<file path="config.mk">
export PLATFORM = sky130hd
export DESIGN_NAME = link_reliability_counters
export DESIGN_NICKNAME = d
export VERILOG_FILES = /design/src/lrc_pkg.sv /design/src/sat_counter.sv /design/src/us_prescaler.sv /design/src/link_reliability_counters.sv
export VERILOG_INCLUDE_DIRS = /design/src
export SDC_FILE = /design/constraint.sdc
export NUM_CORES = 1
export LEC_CHECK = 0
export ABC_AREA = 0
export BUFFER_PORTS_ARGS = -buffer_cell sky130_fd_sc_hd__buf_2
export CORE_MARGIN = 2
export CORE_UTILIZATION = 55
export CTS_CLUSTER_DIAMETER = 80
export DETAILED_ROUTE_END_ITERATION = 16
export GPL_TIMING_DRIVEN = 0
export PLACE_DENSITY = 0.77
export SETUP_SLACK_MARGIN = 0.2
export SLEW_MARGIN = 20
export SYNTH_ARGS = -nofsm -noshare
export SYNTH_HDL_FRONTEND = slang
export SYNTH_SLANG_ARGS = --single-unit
</file>
<file path="constraint.sdc">
create_clock -name clk -period 3.6 [get_ports clk]
set_input_delay 0.18 -clock clk [delete_from_list [all_inputs] [get_ports clk]]
set_output_delay 0.18 -clock clk [all_outputs]
set_load 0.05 [all_outputs]
</file>
<file path="src/lrc_defs.svh">
`ifndef LRC_DEFS_SVH
`define LRC_DEFS_SVH

// ****************************************
// Register map (byte addresses)
// ****************************************
`define LRC_ADDR_W        16
`define LRC_OFF_LINK_CTL  16'h0550
`define LRC_OFF_REL_CTL   16'h0560
`define LRC_OFF_REL_STS   16'h0564
`define LRC_OFF_THRESH    16'h5680
`define LRC_OFF_COUNTER   16'h056C
`define LRC_OFF_INT_STS   16'h0570
`define LRC_OFF_INT_MSK   16'h0574

// ****************************************
// Field positions
// ****************************************
`define LRC_BIT_RETRAIN   5
`define LRC_BIT_EN        0
`define LRC_BIT_TYPE      1
`define LRC_BIT_ULD       0
`define LRC_THR_MSB       7
`define LRC_THR_LSB       0
`define LRC_PER_MSB       31
`define LRC_PER_LSB       8
`define LRC_INT_ULD       0
`define LRC_INT_WINDOW    1
`define LRC_INT_SAT       2

// ****************************************
// Reset values and encodings
// ****************************************
`define LRC_THRESH_RST    32'hFFFFFFFF
`define LRC_CTL_RST       2'h0
`define LRC_INT_RST       3'h0
`define LRC_ETYPE_BIT     1'b0
`define LRC_ETYPE_STATE   1'b1

// ****************************************
// Timing
// ****************************************
`define LRC_TIME_US_NS    1000
`define LRC_CLK_NS        10
`define LRC_US_CYCLES     (`LRC_TIME_US_NS / `LRC_CLK_NS)
`define LRC_PRE_W         7

`endif

</file>
<file path="src/lrc_pkg.sv">
package lrc_pkg;
   // Error tally width type
   typedef logic [7:0]  err_count_t;
   // Window elapsed width type
   typedef logic [23:0] period_count_t;
   // Interrupt vector type
   typedef logic [2:0]  int_vec_t;
endpackage

</file>
<file path="src/sat_counter.sv">
`timescale 1ns/1ps
`default_nettype none
// Saturating counter with clear, hold and restart, in that priority
module sat_counter #(
   parameter int WIDTH = 8
) (
   // Clock and reset
   input  wire logic             clk,
   input  wire logic             arst_n,
   // Controls
   input  wire logic             clear,
   input  wire logic             hold,
   input  wire logic             restart,
   input  wire logic             step,
   // Count
   output logic [WIDTH-1:0]      count_reg,
   output logic                  at_max
);
   assign at_max = &count_reg;

   // Clear beats freeze, freeze beats restart, restart beats step
   always_ff @(posedge clk or negedge arst_n) begin
      if (!arst_n) begin
         count_reg <= '0;
      end else if (clear) begin
         count_reg <= '0;
      end else if (hold) begin
         count_reg <= count_reg;
      end else if (restart) begin
         count_reg <= '0;
      end else if (step && !at_max) begin
         // Saturate rather than wrap
         count_reg <= count_reg + 1'b1;
      end
   end
endmodule
`default_nettype wire

</file>
<file path="src/us_prescaler.sv">
`timescale 1ns/1ps
`default_nettype none
`include "lrc_defs.svh"
// One-cycle tick every microsecond of core clock
module us_prescaler (
   // Clock and reset
   input  wire logic             clk,
   input  wire logic             arst_n,
   // Tick out
   output logic                  tick
);
   logic [`LRC_PRE_W-1:0] pre_reg;   // Cycle count within the microsecond

   assign tick = (pre_reg == `LRC_PRE_W'(`LRC_US_CYCLES - 1));

   // Free running divider, never stopped so the window stays true time
   always_ff @(posedge clk or negedge arst_n) begin
      if (!arst_n) begin
         pre_reg <= '0;
      end else if (tick) begin
         pre_reg <= '0;
      end else begin
         pre_reg <= pre_reg + 1'b1;
      end
   end
endmodule
`default_nettype wire

</file>
<file path="src/link_reliability_counters.sv">
// Local design decision: register access over APB.
`timescale 1ns/1ps
`default_nettype none
`include "lrc_defs.svh"
//Function
// RULE_01 - Eight-bit error tally, saturating
// RULE_02 - Retrain or detect clears error tally
// RULE_03 - Enable rising edge clears both counters
// RULE_04 - Unreliable link freezes error tally
// RULE_05 - Error tally restarts at window end
// RULE_06 - Counters run while monitoring disabled
// RULE_07 - 24-bit microsecond window counter, saturating
// RULE_08 - Retrain or detect clears window counter
// RULE_09 - Unreliable link freezes window counter
// RULE_10 - Window counter restarts at period
// RULE_11 - Both counts readable in one register
// RULE_12 - Sticky unreliable flag, write one clears
// RULE_13 - Control bit selects counted error type
// RULE_14 - Threshold and period fields, all-ones default
// RULE_15 - Prescaler makes one-microsecond tick
module link_reliability_counters (
   // Clock and reset
   input  wire logic             clk,
   input  wire logic             arst_n,
   // APB slave
   input  wire logic             psel,
   input  wire logic             penable,
   input  wire logic             pwrite,
   input  wire logic [15:0]      paddr,
   input  wire logic [31:0]      pwdata,
   output logic [31:0]           prdata,
   output logic                  pready,
   output logic                  pslverr,
   // Link events
   input  wire logic             link_bit_error,
   input  wire logic             link_state_error,
   input  wire logic             link_detect,
   // Link control and interrupt
   output logic                  link_retrain_request,
   output logic                  irq
);
   // ****************************************
   // Declarations
   // ****************************************
   logic [1:0]                 reliability_control_reg;   // Enable and error type
   logic                       en_prev_reg;               // Enable delayed one cycle
   logic                       unreliable_link_flag_reg;  // Sticky unreliable flag
   logic [31:0]                reliability_threshold_reg; // Threshold and period
   logic                       retrain_pulse_reg;         // One-cycle retrain request
   lrc_pkg::int_vec_t          int_status_reg;            // Sticky events
   lrc_pkg::int_vec_t          int_mask_reg;              // Event enables
   logic [31:0]                prdata_reg;                // Captured read data
   logic                       pslverr_reg;               // Captured decode error
   lrc_pkg::err_count_t        error_tally;               // Error count
   lrc_pkg::period_count_t     window_elapsed_us;         // Window count
   logic                       tally_max;                 // Error count saturated
   logic                       window_max;                // Window count saturated
   logic                       us_tick;                   // Microsecond tick
   logic                       enable;                    // Monitoring enabled
   logic                       en_rise;                   // Enable went zero to one
   logic                       clear_all;                 // Clear for both counters
   logic                       freeze;                    // Link judged unreliable
   logic                       window_end;                // Window reached period
   logic                       err_event;                 // Selected error pulse
   logic                       uld_set;                   // Threshold reached
   lrc_pkg::int_vec_t          int_events;                // Raw event pulses
   logic                       setup_ph;                  // APB setup cycle
   logic                       wr_en;                     // APB write commit
   logic [31:0]                rd_data;                   // Read mux
   logic                       rd_err;                    // Unmapped address
   lrc_pkg::err_count_t        thr_field;                 // Error threshold
   lrc_pkg::period_count_t     per_field;                 // Period in microseconds

   // ****************************************
   // Control decode
   // ****************************************
   assign enable    = reliability_control_reg[`LRC_BIT_EN];
   assign en_rise   = enable && !en_prev_reg;                              // RULE_03
   // Detect covers both link-down and full retrain, so one clear serves both
   assign clear_all = retrain_pulse_reg || link_detect || en_rise;       // RULE_02 RULE_08
   assign freeze    = unreliable_link_flag_reg;                           // RULE_04 RULE_09
   assign thr_field = reliability_threshold_reg[`LRC_THR_MSB:`LRC_THR_LSB];
   assign per_field = reliability_threshold_reg[`LRC_PER_MSB:`LRC_PER_LSB];
   assign window_end = (window_elapsed_us == per_field);                  // RULE_05 RULE_10
   // Only port-initiated recovery entries reach link_state_error
   assign err_event = (reliability_control_reg[`LRC_BIT_TYPE] == `LRC_ETYPE_STATE) ?
                      link_state_error : link_bit_error;                  // RULE_13
   // Zero threshold is undefined; here it simply flags at once
   assign uld_set   = enable && (error_tally >= thr_field);               // RULE_12

   // ****************************************
   // Counters
   // ****************************************
   // Microsecond time base
   us_prescaler u_pre (
      .clk    (clk),
      .arst_n (arst_n),
      .tick   (us_tick)                                                   // RULE_15
   );

   // Error tally; enable is not an input, so it counts when disabled
   sat_counter #(.WIDTH(8)) u_err (
      .clk       (clk),
      .arst_n    (arst_n),
      .clear     (clear_all),
      .hold      (freeze),
      .restart   (window_end),
      .step      (err_event),
      .count_reg (error_tally),                                           // RULE_01 RULE_06
      .at_max    (tally_max)
   );

   // Window counter, advanced by the tick only
   sat_counter #(.WIDTH(24)) u_win (
      .clk       (clk),
      .arst_n    (arst_n),
      .clear     (clear_all),
      .hold      (freeze),
      .restart   (window_end),
      .step      (us_tick),
      .count_reg (window_elapsed_us),                                     // RULE_07 RULE_06
      .at_max    (window_max)
   );

   // ****************************************
   // Monitor state
   // ****************************************
   // Enable history for edge detection
   always_ff @(posedge clk or negedge arst_n) begin
      if (!arst_n) begin
         en_prev_reg <= 1'b0;
      end else begin
         en_prev_reg <= enable;
      end
   end

   // Sticky flag: set wins over a same-cycle write-one clear
   always_ff @(posedge clk or negedge arst_n) begin
      if (!arst_n) begin
         unreliable_link_flag_reg <= 1'b0;
      end else if (uld_set) begin
         unreliable_link_flag_reg <= 1'b1;                                // RULE_12
      end else if (wr_en && paddr == `LRC_OFF_REL_STS && pwdata[`LRC_BIT_ULD]) begin
         unreliable_link_flag_reg <= 1'b0;                                // RULE_12
      end
   end

   // Retrain request pulse, self clearing so the bit reads as zero
   always_ff @(posedge clk or negedge arst_n) begin
      if (!arst_n) begin
         retrain_pulse_reg <= 1'b0;
      end else begin
         retrain_pulse_reg <= wr_en && (paddr == `LRC_OFF_LINK_CTL) &&
                              pwdata[`LRC_BIT_RETRAIN];
      end
   end
   assign link_retrain_request = retrain_pulse_reg;

   // ****************************************
   // Software registers
   // ****************************************
   // Control: enable and error type
   always_ff @(posedge clk or negedge arst_n) begin
      if (!arst_n) begin
         reliability_control_reg <= `LRC_CTL_RST;
      end else if (wr_en && paddr == `LRC_OFF_REL_CTL) begin
         reliability_control_reg <= pwdata[1:0];                          // RULE_13
      end
   end

   // Threshold and period, all ones after reset
   always_ff @(posedge clk or negedge arst_n) begin
      if (!arst_n) begin
         reliability_threshold_reg <= `LRC_THRESH_RST;                    // RULE_14
      end else if (wr_en && paddr == `LRC_OFF_THRESH) begin
         reliability_threshold_reg <= pwdata;                             // RULE_14
      end
   end

   // ****************************************
   // Interrupts
   // ****************************************
   // Events: flag newly set, window closed, error while tally saturated
   always_comb begin
      int_events = '0;
      int_events[`LRC_INT_ULD]    = uld_set && !unreliable_link_flag_reg;
      int_events[`LRC_INT_WINDOW] = window_end && !freeze && !clear_all;
      int_events[`LRC_INT_SAT]    = err_event && tally_max && !freeze;
   end

   // Sticky status, write one to clear, new event wins
   always_ff @(posedge clk or negedge arst_n) begin
      if (!arst_n) begin
         int_status_reg <= `LRC_INT_RST;
      end else if (wr_en && paddr == `LRC_OFF_INT_STS) begin
         int_status_reg <= (int_status_reg & ~pwdata[2:0]) | int_events;
      end else begin
         int_status_reg <= int_status_reg | int_events;
      end
   end

   // Mask register, same layout as status
   always_ff @(posedge clk or negedge arst_n) begin
      if (!arst_n) begin
         int_mask_reg <= `LRC_INT_RST;
      end else if (wr_en && paddr == `LRC_OFF_INT_MSK) begin
         int_mask_reg <= pwdata[2:0];
      end
   end

   // Level interrupt from any unmasked sticky bit
   assign irq = |(int_status_reg & int_mask_reg);

   // ****************************************
   // APB slave
   // ****************************************
   assign setup_ph = psel && !penable;
   assign wr_en    = psel && penable && pwrite;
   // Zero wait: data is captured in setup, so access always completes
   assign pready   = psel && penable;
   assign prdata   = prdata_reg;
   assign pslverr  = pslverr_reg && psel && penable;

   // Read mux and address decode
   always_comb begin
      rd_data = '0;
      rd_err  = 1'b0;
      unique case (paddr)
         `LRC_OFF_LINK_CTL: rd_data = '0;
         `LRC_OFF_REL_CTL:  rd_data[1:0] = reliability_control_reg;
         `LRC_OFF_REL_STS:  rd_data[`LRC_BIT_ULD] = unreliable_link_flag_reg;
         `LRC_OFF_THRESH:   rd_data = reliability_threshold_reg;
         `LRC_OFF_COUNTER:  rd_data = {window_elapsed_us, error_tally};   // RULE_11
         `LRC_OFF_INT_STS:  rd_data[2:0] = int_status_reg;
         `LRC_OFF_INT_MSK:  rd_data[2:0] = int_mask_reg;
         default:           rd_err = 1'b1;
      endcase
   end

   // Capture answer in setup so the data output comes from a flop
   always_ff @(posedge clk or negedge arst_n) begin
      if (!arst_n) begin
         prdata_reg  <= '0;
         pslverr_reg <= 1'b0;
      end else if (setup_ph) begin
         prdata_reg  <= pwrite ? 32'h00000000 : rd_data;
         pslverr_reg <= rd_err;
      end
   end

   // ****************************************
   // Assertions
   // ****************************************
   property p_tally_sat;
      @(posedge clk) disable iff (!arst_n)
      (tally_max && !clear_all && !window_end) |=> (error_tally == 8'hFF);
   endproperty
   a_tally_sat: assert property (p_tally_sat)   // RULE_01
      else $error("error tally left saturation");

   property p_tally_clear;
      @(posedge clk) disable iff (!arst_n)
      (retrain_pulse_reg || link_detect) |=> (error_tally == 8'h00);
   endproperty
   a_tally_clear: assert property (p_tally_clear)   // RULE_02
      else $error("error tally not cleared by retrain or detect");

   property p_en_rise_clear;
      @(posedge clk) disable iff (!arst_n)
      $rose(enable) |=> (error_tally == 8'h00 && window_elapsed_us == 24'h000000);
   endproperty
   a_en_rise_clear: assert property (p_en_rise_clear)   // RULE_03
      else $error("counters not cleared on enable rising");

   property p_tally_freeze;
      @(posedge clk) disable iff (!arst_n)
      (freeze && !clear_all) |=> (error_tally == $past(error_tally));
   endproperty
   a_tally_freeze: assert property (p_tally_freeze)   // RULE_04
      else $error("error tally moved while link unreliable");

   property p_tally_restart;
      @(posedge clk) disable iff (!arst_n)
      (window_end && !freeze && !clear_all) |=> (error_tally == 8'h00);
   endproperty
   a_tally_restart: assert property (p_tally_restart)   // RULE_05
      else $error("error tally not restarted at window end");

   property p_run_disabled;
      @(posedge clk) disable iff (!arst_n)
      (!enable && us_tick && !freeze && !clear_all && !window_end && !window_max)
      |=> (window_elapsed_us == $past(window_elapsed_us) + 24'h000001);
   endproperty
   a_run_disabled: assert property (p_run_disabled)   // RULE_06
      else $error("window counter stopped while disabled");

   property p_window_sat;
      @(posedge clk) disable iff (!arst_n)
      (window_max && !clear_all && !window_end) |=> window_max;
   endproperty
   a_window_sat: assert property (p_window_sat)   // RULE_07
      else $error("window counter wrapped");

   property p_window_clear;
      @(posedge clk) disable iff (!arst_n)
      (retrain_pulse_reg || link_detect) |=> (window_elapsed_us == 24'h000000);
   endproperty
   a_window_clear: assert property (p_window_clear)   // RULE_08
      else $error("window counter not cleared by retrain or detect");

   property p_window_freeze;
      @(posedge clk) disable iff (!arst_n)
      (freeze && !clear_all) |=> $stable(window_elapsed_us);
   endproperty
   a_window_freeze: assert property (p_window_freeze)   // RULE_09
      else $error("window counter moved while link unreliable");

   property p_window_restart;
      @(posedge clk) disable iff (!arst_n)
      (window_end && !freeze && !clear_all) |=> (window_elapsed_us == 24'h000000);
   endproperty
   a_window_restart: assert property (p_window_restart)   // RULE_10
      else $error("window counter not restarted at period");

   property p_count_read;
      @(posedge clk) disable iff (!arst_n)
      (setup_ph && !pwrite && paddr == `LRC_OFF_COUNTER)
      |=> (prdata == {$past(window_elapsed_us), $past(error_tally)});
   endproperty
   a_count_read: assert property (p_count_read)   // RULE_11
      else $error("counter register read wrong value");

   property p_uld_set;
      @(posedge clk) disable iff (!arst_n)
      uld_set |=> unreliable_link_flag_reg ##1 1'b1;
   endproperty
   a_uld_set: assert property (p_uld_set)   // RULE_12
      else $error("unreliable flag not set at threshold");

   property p_type_select;
      @(posedge clk) disable iff (!arst_n)
      (reliability_control_reg[`LRC_BIT_TYPE] == `LRC_ETYPE_BIT && link_state_error &&
       !link_bit_error && !clear_all && !window_end)
      |=> $stable(error_tally);
   endproperty
   a_type_select: assert property (p_type_select)   // RULE_13
      else $error("state error counted in bit error mode");

   property p_tick_spacing;
      @(posedge clk) disable iff (!arst_n)
      us_tick |=> !us_tick [*8];
   endproperty
   a_tick_spacing: assert property (p_tick_spacing)   // RULE_15
      else $error("microsecond ticks too close");
endmodule
`default_nettype wire

</file>
Yosys cells after proc, flatten, opt, wreduce, memory -nomap -nowiden:

Index checks and enable logic that the tools add are counted.

* register bits: 115
* input port bits: 56
* output and inout port bits: 36

* add/sub/neg operators: 3
* magnitude comparators: 1
* equality and inequality tests: 10
* multiplexer cells: 19
* bitwise gates (word level): 5
* reductions and logical operators: 39

Operators by type and width (count)
* 16-bit by 11-bit == test with 1-bit output, second input constant: 6
* 24-bit 2-to-1 mux: 4
* 29-bit one-hot mux with 2 select lines: 1
* 32-bit 2-to-1 mux: 1
* 8-bit 2-to-1 mux: 4
* 24-bit by 1-bit adder with 24-bit output, second input constant: 1
* 24-bit == test: 1
* 24-bit AND reduction: 1
* 1-bit logical AND: 22
* 16-bit by 15-bit == test with 1-bit output, second input constant: 1
* 8-bit by 1-bit adder with 8-bit output, second input constant: 1
* 8-bit greater-or-equal comparator: 1
* 8-bit AND reduction: 1
* 7-bit by 1-bit adder with 7-bit output, second input constant: 1
* 7-bit == test, second input constant: 1
* 7-bit 2-to-1 mux: 1
* 7-bit OR reduction: 1
* 3-bit AND: 2
* 1-bit zero test: 6
* 3-bit bitwise OR: 2
* 1-bit one-hot mux with 6 select lines: 1
* 3-bit nonzero test: 2
* 1-bit one-hot mux with 5 select lines: 1
* 1-bit 2-to-1 mux: 4
* 8 further kinds: 10

Longest topological paths before layout:

Gate-level depths: netlist (run 1).

* word-level depth: 7
* mapped depth: 9
* depth with buffers taken out: 8

By module:

From an unflattened synthesis (run 1), not the netlist that was laid out.

* cells, all modules: 620
* area, all modules: 6388.6 µm²

By module, submodules not included
* link_reliability_counters: instances 1, cells an instance 347, area each 3882.5 µm²
* sat_counter (u_win): instances 1, cells an instance 181, area each 1601.5 µm²
* sat_counter (u_err): instances 1, cells an instance 63, area each 559.3 µm²
* us_prescaler: instances 1, cells an instance 29, area each 345.3 µm²

Worst setup path after synthesis (run 1):

Ideal clock, no wire load.

* path type: reg2reg
* start: register u_pre.pre_reg[0]
* end: register u_win.count_reg[19]
* library setup time: 0.079 ns
* arrival: 2.049 ns
* required time: 3.521 ns
* slack: 1.471 ns
* cell stages (with the launch flop): 8
* buffers on the path: 0
* cells stage by stage: dfrtp_1 ha_1 nand4bb_4 or2_4 a2111oi_4 nand3_1 or3_1 mux2i_1

* word-level cells in the longest chain between the ends: 4

RTL lines
* start: declaration: RTL line us_prescaler.sv:12 `` logic [`LRC_PRE_W-1:0] pre_reg; ``
* start signal: assignment: RTL line us_prescaler.sv:23 `pre_reg <= pre_reg + 1'b1;`
* 7-bit == test: RTL line us_prescaler.sv:14 `` assign tick = (pre_reg == `LRC_PRE_W'(`LRC_US_CYCLES - 1)); ``
* 1-bit logical AND: RTL line sat_counter.sv:31 `end else if (step && !at_max) begin`
* 3-bit nonzero test (no line)
* 2-bit AND reduction (no line)
* end signal: assignment: RTL line sat_counter.sv:28 `count_reg <= count_reg;`
* end signal: assignment: RTL line sat_counter.sv:33 `count_reg <= count_reg + 1'b1;`
* end: declaration: RTL line sat_counter.sv:16 `output logic [WIDTH-1:0] count_reg,`

No other way between the ends.
A chain may end at the register's enable or synchronous reset.

Worst setup path after layout (run 1):

* start: register reliability_threshold_reg[29]
* end: register u_win.count_reg[13]

* word-level cells in the longest chain between the ends: 4
* elaborated cells between the ends (all ways): 6
* classes of those cells: 1 x eq/ne; 3 x mux; 2 x reduce/logical

RTL lines
* start: declaration: RTL line link_reliability_counters.sv:48 `logic [31:0] reliability_threshold_reg;`
* start signal: assignment: RTL line link_reliability_counters.sv:174 `` reliability_threshold_reg <= `LRC_THRESH_RST; ``
* start signal: assignment: RTL line link_reliability_counters.sv:176 `reliability_threshold_reg <= pwdata;`
* 24-bit == test *: RTL line link_reliability_counters.sv:84 `assign window_end = (window_elapsed_us == per_field);`
* 24-bit 2-to-1 mux: RTL line sat_counter.sv:29 `end else if (restart) begin`
* 24-bit 2-to-1 mux: RTL line sat_counter.sv:27 `end else if (hold) begin`
* 24-bit 2-to-1 mux: RTL line sat_counter.sv:25 `end else if (clear) begin`

Every way passes the cells marked *; elsewhere a longest branch is shown, timed or not. The select of a mux whose other input is x is not followed.

==> flow_summary.json, run 1 <==
{
  "flop_and_latch_count_out_of_synthesis": 115,
  "worst_slew_margin_rel_pct": 44.54,
  "min_path_type": "primary input to register",
  "synth.avg_cell_area_um2": 9.798,
  "rsz0062_at_grt": "false",
  "min_cycle_time_layout_ns": 2.729,
  "cts_max_path_buffers": 2,
  "timing.critical_path.arrival_ns": 3.13,
  "floorplan.core_area_um2": 10890,
  "drt-total-wl_mm": 17.01,
  "worstReg2RegStart": "reliability_threshold_reg[29]",
  "placed_cells": 859,
  "max_cap_viol_count": 0,
  "num_clock_sinks": 115,
  "final.setup.tns_ns": 0,
  "htreeDepth": 4,
  "distinct_cell_type_count_after_synthesis": 60,
  "path_clk_slew_ns": 0.06,
  "fillers": 771,
  "postSynth.topFlopCell": "dfrtp_1",
  "critical_path.reg2reg.endpoint": "u_win.count_reg[13]",
  "cts-root-buf": "clkbuf_8",
  "crit_path_start": "reliability_threshold_reg[29]",
  "timing.clock.skew_ns": 0.007947,
  "total_leakage_power_nw": 3.388,
  "worst_setup_path_start_kind": "register",
  "synthesis.area_um2": 6153,
  "detail_route.iter0.violations": 488,
  "area_of_the_die_um2": 12050,
  "number_of_cell_instances_on_the_worst_register_to_register_path": 7,
  "synth_warnings": 0,
  "grt_overflow": 0,
  "final_min_period_over_clock_period_pct": 75.81,
  "grt_antenna_before_repair": 0,
  "count_of_antenna_diodes_in_the_layout": 0,
  "tightest_slew_ns": 0.8319,
  "source_to_sink_clock_delay_at_the_later_pin_of_the_worst_skew_pair_ns": 0.53,
  "end_kind": "register",
  "critical_path.max_fanout": 10,
  "gp_congestion": 0.9167,
  "layoutNonFillerInstCount": 927,
  "floorplan_row_count": 38,
  "num_ports": 92,
  "grt_usage_pct": 29.29,
  "routedWlPerCell_um": 18.34,
  "synth_enable_flop_cells": 0,
  "cts_tree": "done",
  "holdPathEnd": "prdata[2]",
  "finalNetCount": 841,
  "vias_in_the_first_global_route": 5447,
  "detailed_place.area_um2": 6813,
  "reg2reg_setup_slack_ns": 0.87,
  "numPortBuffers": 90,
  "holdCritStartpoint": "paddr[15]",
  "route.top_layer_used": "met4",
  "power.ir.vdd_worst_mv": 0.3806,
  "dr_wl_met3_mm": 1.191,
  "syn_nets": 695,
  "fraction_of_the_yosys_area_taken_by_sequential_cells_pct": 47.42,
  "drv_slew": 0,
  "setup-violations-final": 0,
  "route.antenna.remaining_nets": 0,
  "syn-instance-count": 628,
  "number_of_cells_on_the_worst_hold_path": 5,
  "hold_viol_final": 0,
  "most-common-layout-cells": "buf_2, dfrtp_1, nand2_1",
  "path_type_of_the_worst_setup_path": "register to register",
  "timing.final.ws_setup_ns": 0.8707,
  "route.detailed.vias_per_inst": 6.043,
  "clock_buffer_count_from_cts": 17,
  "post-route-cell-area_um2": 7786,
  "routed_wire_length_on_met2_mm": 8.154,
  "flow.area_growth_from_synthesis_pct": 26.54,
  "design_power_total_mw": 3.181,
  "drive_gt1_share_pct": 26.30,
  "run_status": "finished clean",
  "die-height_um": 109.8,
  "grt_first_pass_wirelength_mm": 26.68,
  "cellPowerDensity_nw_per_um2": 408.5,
  "drt-met1-wl_mm": 7.281,
  "dp_hpwl_mm": 11.74,
  "layout.cells.most_common": "buf_2",
  "drcViolationCount": 0,
  "share_of_synthesized_registers_carrying_an_async_set_or_reset_pct": 100.0,
  "detailedPlace.worstSlack_ns": 1.032,
  "drt_pre_antenna_iters": 5,
  "fp.dieW_um": 109.8,
  "fmax_ghz": 0.3664,
  "num_vias": 5602,
  "worst-endpoint-required_ns": 4.00,
  "grt_max_degree": 84,
  "initial_utilization_pct": 56.52
}
worst max-delay path, cell delays in order, from the launching register on:
cell      delay [ns]
dfstp_2         0.56
xnor2_1         0.21
nand4_1         0.20
nor4_2          0.55
a21oi_1         0.36
clkbuf_1        0.36
a21oi_1         0.26
mux2i_1         0.11
synth_stat cells (2+ instances only):
master     number  area share [%]
mux2_2         30             5.5
a221oi_1        2            0.28
o2bb2ai_1       2            0.28
inv_1          26             1.6
o311ai_0        2            0.28
nand4_1        19             1.9
nor4_2          2            0.41
ha_1           11             2.2
buf_2           9            0.73
and4_1          2            0.28
mux2i_1        17             2.8
dfstp_2        32              14
a21o_1          3            0.37
xor2_1          2            0.28
nor2_1         21             1.3
or3_1           7            0.71
nand2b_1        4            0.41
nor4bb_1        3            0.49
o21ai_0        54             4.4
and3_1         12             1.2
a21oi_1        29             2.4
nor3_1          6            0.49
nand3_1        36             2.9
or4_1           5            0.61
nand2_1        74             4.5
nor4_1          7            0.71
clkbuf_1       25             1.5
and2_1          3            0.31
xnor2_1        27             3.8
o21ai_1         3            0.24
a22oi_1        29             3.5
dfrtp_1        83              34
or4b_2          2            0.33
a211oi_1        3            0.37
nand3b_1       10             1.2
nor4b_1         2            0.28
per-layer routing:
layer  up-vias  GRT usage (%)
met5         -              0
met4         0          10.67
met3        33          6.817
met2       245          48.19
met1      2745          37.88
li1       2579              -
report_power, final:
part / total [mW] / internal, mW / switching [mW]
Combinational: 0.148 / 0.0642 / 0.0840
Sequential: 1.30 / 1.30 / 0.000594
Clock: 1.74 / 1.14 / 0.591
cells by family after synthesis:
| kind of cell | Yosys count | synth area share [%] |
|---|---|---|
| flip-flops | 115 | 47.42 |
| multiplexers | 47 | 8.255 |
| buffers and inverters | 61 | 3.904 |
| AND/OR/NAND/NOR | 224 | 19.52 |
| adder cells (fa/ha/maj) | 11 | 2.237 |
| XOR/XNOR | 29 | 4.128 |
| AO/OA/AOI/OAI | 141 | 14.54 |
worst max path at each step:
stage / endpoint / slack, ns / depth (start not counted)
5_1_grt: u_win.count_reg[13] / 0.73 / 8
2_1_floorplan: u_win.count_reg[19] / 1.47 / 7
4_1_cts: u_win.count_reg[14] / 1.0 / 7
3_3_place_gp: u_win.count_reg[7] / 1.01 / 7
6_report: u_win.count_reg[13] / 0.87 / 7
3_5_place_dp: u_win.count_reg[9] / 1.03 / 7
what timing repair did:
action,4_1_cts,5_1_grt
hold buffers,36,0
resized for setup,0,0
endpoints found under the hold margin,133,0
buffers inserted,0,0
through the flow:
step                      util, %  hold slack, ns
after global routing        71.51          0.1187
after global placement      62.26          0.3898
after detailed placement    62.57         0.08878
final                       71.51         0.08585
after floorplan                 -         -0.1156
after CTS                   71.51         0.06634
final cells by class:
| class | count | area [µm²] | share of cell area [%] |
|---|---|---|---|
| sequential | 115 | 2918 | 37.47 |
| inverter | 26 | 97.59 | 1.253 |
| timing repair buffer | 127 | 844.6 | 10.85 |
| clock buffer | 24 | 490.5 | 6.299 |
| buffer | 35 | 142.6 | 1.832 |
| multi-input combinational | 452 | 2995 | 38.47 |
| tap | 140 | 175.2 | 2.250 |
| clock inverter | 8 | 122.6 | 1.575 |
Note: power is estimated with default switching activity, not from simulation.
==> inputs of run 2 (changes only) <==
clock period = 2.6 ns   (was 3.6 ns; I/O delays follow)
==> flow_summary.json, run 2 (synthesis gave the netlist of run 1 again) <==
{
  "power_frac_clock_pct": 54.6,
  "path_clk_slew_ns": 0.06,
  "worst-endpoint-required_ns": 3.00,
  "floorplan_row_count": 38,
  "timing.critical_path.max_delay_family": "buffers and inverters",
  "cts_tree": "done",
  "comb_power_share_pct": 4.7,
  "max_cap_viol_count": 0,
  "drcViolationCount": 0,
  "fp.dieW_um": 109.8,
  "seqPwrFrac_pct": 40.7,
  "cellPowerDensity_nw_per_um2": 561.4,
  "path_type_of_the_worst_setup_path": "register to register",
  "count_of_antenna_diodes_in_the_layout": 0,
  "drive_gt1_share_pct": 27.72,
  "reg2reg_setup_slack_ns": 0.21,
  "flow.area_growth_from_synthesis_pct": 27.63,
  "floorplan.core_area_um2": 10890,
  "grt_first_pass_wirelength_mm": 26.85,
  "worst_setup_path_start_kind": "register",
  "route.detailed.vias_per_inst": 6.039,
  "number_of_cells_on_the_worst_hold_path": 5,
  "worst-path-buf-inv": 3,
  "grt_max_degree": 84,
  "detail_route.iter0.violations": 537,
  "power_switching_share_pct": 21.31,
  "drt_pre_antenna_iters": 7,
  "grt_antenna_before_repair": 0,
  "end_kind": "register",
  "run_status": "finished clean",
  "grt_overflow": 0,
  "layout.cells.most_common": "buf_2",
  "critical_path.max_fanout": 10,
  "initial_utilization_pct": 56.52,
  "final.setup.tns_ns": 0,
  "power.net_switching_mw": 0.9397,
  "routedWlPerCell_um": 18.39,
  "power.ir.vdd_worst_mv": 0.5280,
  "number_of_cell_instances_on_the_worst_register_to_register_path": 9,
  "rsz0062_at_grt": "true",
  "num_ports": 92,
  "hold_viol_final": 0,
  "htreeDepth": 4,
  "drv_slew": 0,
  "detailedPlace.worstSlack_ns": 0.03221,
  "cts-root-buf": "clkbuf_8",
  "dp_hpwl_mm": 11.74,
  "num_vias": 5616,
  "design_power_total_mw": 4.409,
  "most-common-layout-cells": "buf_2, dfrtp_1, nand2_1",
  "die-height_um": 109.8,
  "timing.final.ws_setup_ns": 0.2148,
  "detailed_place.area_um2": 6813,
  "numPortBuffers": 90,
  "slowest_stage": "dfrtp_1",
  "worst_slew_margin_rel_pct": 45.89,
  "fmax_ghz": 0.4193,
  "holdCritStartpoint": "paddr[15]",
  "timing.critical_path.arrival_ns": 2.79,
  "area_of_the_die_um2": 12050,
  "gp_congestion": 0.9167,
  "holdPathEnd": "prdata[2]",
  "min_path_type": "primary input to register",
  "num_clock_sinks": 115,
  "cts_max_path_buffers": 2,
  "timing.clock.skew_ns": 0.008565,
  "setup-violations-final": 0,
  "crit_path_start": "u_win.count_reg[14]",
  "grt_usage_pct": 29.43,
  "post-route-cell-area_um2": 7854,
  "route.antenna.remaining_nets": 0,
  "tightest_slew_ns": 0.8063,
  "finalNetCount": 844,
  "total_leakage_power_nw": 3.424,
  "worstReg2RegStart": "u_win.count_reg[14]",
  "p_int_mw": 3.470,
  "cp_cell_sequence": "clkbuf_1, xnor2_1, nand4_1, nor4_4, buf_4, a21oi_2, buf_2, a21oi_1, mux2i_1",
  "drt-total-wl_mm": 17.10,
  "clock_buffer_count_from_cts": 17,
  "vias_in_the_first_global_route": 5471,
  "min_cycle_time_layout_ns": 2.385,
  "final_min_period_over_clock_period_pct": 91.74,
  "critical_path.reg2reg.endpoint": "u_win.count_reg[13]",
  "source_to_sink_clock_delay_at_the_later_pin_of_the_worst_skew_pair_ns": 0.53,
  "crit_path_max_incr_delay_ns": 0.36
}
run 2: metal layers:
metal / track usage [%] / vias to the layer above / share of wire [%]
met2: 48.19 / 255 / 48
met1: 37.84 / 2732 / 43
li1: - / 2589 / -
met4: 11.30 / 0 / 2.6
met3: 7.113 / 40 / 6.8
met5: 0 / - / 0
run 2: final cells by class:
type / count / area [µm²]
fill: 760 / 3034
timing repair buffer: 130 / 867.1
inverter: 26 / 97.59
multi-input combinational: 452 / 3035
clock inverter: 8 / 122.6
tap: 140 / 175.2
sequential: 115 / 2918
buffer: 35 / 147.6
clock buffer: 24 / 490.5
run 2: power by group through the flow:
stage	clock (mW)	sequential, mW	combinational [mW]
after floorplan	0	1.83	0.0546
after global placement	0	1.83	0.152
after detailed placement	0	1.83	0.163
after CTS	2.43	1.80	0.205
after global routing	2.50	1.80	0.229
final	2.41	1.80	0.207
run 2: what timing repair did:
action / in CTS / in global routing
setup endpoints to repair: 24 / 39
hold buffers: 36 / 0
gates resized for setup: 6 / 9
pin swaps: 1 / 1
hold endpoints to repair: 133 / 0
buffers inserted: 2 / 1
run 2: worst register-to-register path, cell delays in order (launching register included):
cell and delay [ns]:
dfrtp_1 0.36, clkbuf_1 0.18, xnor2_1 0.27, nand4_1 0.24
nor4_4 0.31, buf_4 0.19, a21oi_2 0.13, buf_2 0.27
a21oi_1 0.19, mux2i_1 0.11
run 2: how the worst max path moves through the flow:
stage / endpoint / slack [ns] / cells past startpoint
2_1_floorplan: u_win.count_reg[19] / 0.47 / 7
3_3_place_gp: u_win.count_reg[7] / 0.01 / 7
3_5_place_dp: u_win.count_reg[9] / 0.03 / 7
4_1_cts: u_win.count_reg[16] / 0.20 / 7
5_1_grt: u_win.count_reg[4] / 0.08 / 7
6_report: u_win.count_reg[13] / 0.21 / 9
run 2: per-stage QoR:
step / utilization, % / instances / hold WS (ns)
finish: 72.13 / 930 / 0.04024
global route: 72.13 / 930 / 0.06838
CTS: 71.83 / 929 / 0.01634
detailed placement: 62.57 / 859 / 0.03878
global placement: 62.26 / 858 / 0.3398
floorplan: - / 628 / -0.1656
==> inputs of run 3 (changes only) <==
PLACE_DENSITY = 0.78   (was 0.77)
==> flow_summary.json, run 3 (synthesis gave the netlist of run 1 again) <==
{
  "run_status": "finished clean",
  "most-common-layout-cells": "buf_2, dfrtp_1, nand2_1",
  "cts_max_path_buffers": 2,
  "drt_pre_antenna_iters": 8,
  "cts-root-buf": "clkbuf_8",
  "grt_usage_pct": 29.86,
  "layout.cells.most_common": "buf_2",
  "slowest_stage": "nor2_1",
  "drive_gt1_share_pct": 28.54,
  "crit_top_cell": "clkbuf_1",
  "num_vias": 5725,
  "initial_utilization_pct": 56.52,
  "end_kind": "register",
  "dp_hpwl_mm": 11.68,
  "clock_buffer_count_from_cts": 17,
  "placed_cells": 859,
  "cp_cell_sequence": "clkbuf_1, inv_1, nor2_1, clkbuf_1, a21oi_1, mux2i_1",
  "cts_tree": "done",
  "cellPowerDensity_nw_per_um2": 562.9,
  "crit_path_max_incr_delay_ns": 0.61,
  "drv_slew": 0,
  "min_cycle_time_layout_ns": 2.395,
  "hold_viol_final": 0,
  "route.antenna.remaining_nets": 0,
  "final_min_period_over_clock_period_pct": 92.13,
  "path_type_of_the_worst_setup_path": "register to register",
  "worst-endpoint-required_ns": 3.04,
  "min_path_type": "primary input to register",
  "fp.dieW_um": 109.8,
  "route.detailed.vias_per_inst": 6.143,
  "total_leakage_power_nw": 3.510,
  "post-route-cell-area_um2": 7933,
  "worst_slew_margin_rel_pct": 51.25,
  "tightest_slew_ns": 0.7285,
  "num_ports": 92,
  "grt_max_degree": 65,
  "path_clk_slew_ns": 0.06,
  "finalNetCount": 846,
  "setup-violations-final": 0,
  "timing.clock.skew_ns": 0.006332,
  "detail_route.iter0.violations": 647,
  "floorplan.core_area_um2": 10890,
  "max_cap_viol_count": 0,
  "grt_antenna_before_repair": 0,
  "rsz0062_at_grt": "true",
  "floorplan_row_count": 38,
  "grt_first_pass_wirelength_mm": 27.18,
  "htreeDepth": 4,
  "power.ir.vdd_worst_mv": 0.9249,
  "numPortBuffers": 90,
  "drt-total-wl_mm": 17.51,
  "routedWlPerCell_um": 18.79,
  "vias_in_the_first_global_route": 5530,
  "die-height_um": 109.8,
  "worst_setup_path_start_kind": "register",
  "flow.area_growth_from_synthesis_pct": 28.91,
  "timing.critical_path.arrival_ns": 2.83,
  "drcViolationCount": 0,
  "timing.hold.ws_ns": 0.01893,
  "num_clock_sinks": 115,
  "layoutNonFillerInstCount": 932,
  "critical_path.max_fanout": 10,
  "grt_overflow": 0,
  "area_of_the_die_um2": 12050,
  "detailed_place.area_um2": 6813,
  "fmax_ghz": 0.4175,
  "source_to_sink_clock_delay_at_the_later_pin_of_the_worst_skew_pair_ns": 0.53,
  "fillers": 776,
  "gp_congestion": 0.9305,
  "count_of_antenna_diodes_in_the_layout": 0
}
[run 3: cell count changes in the layout (fill, tap and decap cells not counted), sizes merged]
cell      previous run  this run
clkinv               2         5
bufinv               3         4
clkinvlp             3         1
[run 3: path summary, 6_finish.rpt]
| check | slack (ns) | endpoint | cells past startpoint | from |
|---|---|---|---|---|
| worst max-delay path | 0.20 | u_win.count_reg[17] | 6 | freeze |
| worst max register to register | 0.20 | u_win.count_reg[17] | 6 | freeze |
| worst min-delay path | 0.02 | prdata[2] | 5 | paddr[15] |
| min in group asynchronous | 0.14 | prdata[8] | 2 | arst_n |
| max in group asynchronous | 1.73 | reliability_threshold_reg[30] | 3 | arst_n |
| worst min register to register | 0.46 | u_pre.pre_reg[0] | 1 | u_pre.pre_reg[0] |
[run 3: what timing repair did]
action | 4_1_cts | 5_1_grt
buffers inserted | 4 | 1
gates resized for setup | 6 | 21
endpoints found under the setup margin | 25 | 32
hold endpoints to repair | 93 | 0
pin swaps | 2 | 2
hold buffers | 36 | 0
[run 3: report_power, final]
group	leakage [nW]	total (mW)	internal (mW)	switching, mW
registers	1.45	1.80	1.80	0.000847
clock network	0.311	2.46	1.65	0.811
logic	1.75	0.209	0.0896	0.119
total	3.51	4.47	3.53	0.931
[run 3: metrics by stage]
stage               total power [mW]   TNS [ns]  util [%]  worst slack, ns
finish                         4.465          0     72.86           0.2046
global route                   4.570          0     72.86           0.1664
CTS                            4.471          0     72.09           0.2042
detailed placement             1.989    -0.1607     62.57         -0.02829
global placement               1.978  -0.004110     62.26        -0.004110
floorplan                      1.881          0         -           0.4713
[run 3: layout make-up]
| class | count | area (µm²) | area share (%) |
|---|---|---|---|
| Clock inverter | 10 | 152.6 | 1.924 |
| Tap cell | 140 | 175.2 | 2.208 |
| Timing Repair Buffer | 132 | 882.1 | 11.12 |
| Sequential cell | 115 | 2918 | 36.78 |
| Multi-Input combinational cell | 452 | 3079 | 38.82 |
| Clock buffer | 22 | 473.0 | 5.962 |
| Buffer | 35 | 155.1 | 1.956 |
| Inverter | 26 | 97.59 | 1.230 |
[run 3: critical path: cells and delay by family, from the launching register on]
| kind | cells | cell delay (ns) |
|---|---|---|
| simple gates | 1 | 0.61 |
| mux | 1 | 0.22 |
| buf+inv | 3 | 1.06 |
| compound gates | 1 | 0.10 |
| flops | 1 | 0.32 |
[run 3: layer usage]
layer  GRT usage, %  share of wire (%)  vias to the layer above
met3          7.706                8.2                       51
met1          37.35                 40                     2782
met4          11.93                2.9                        0
met2          49.47                 48                      309
met5              0                  0                        -
li1               -                  -                     2583
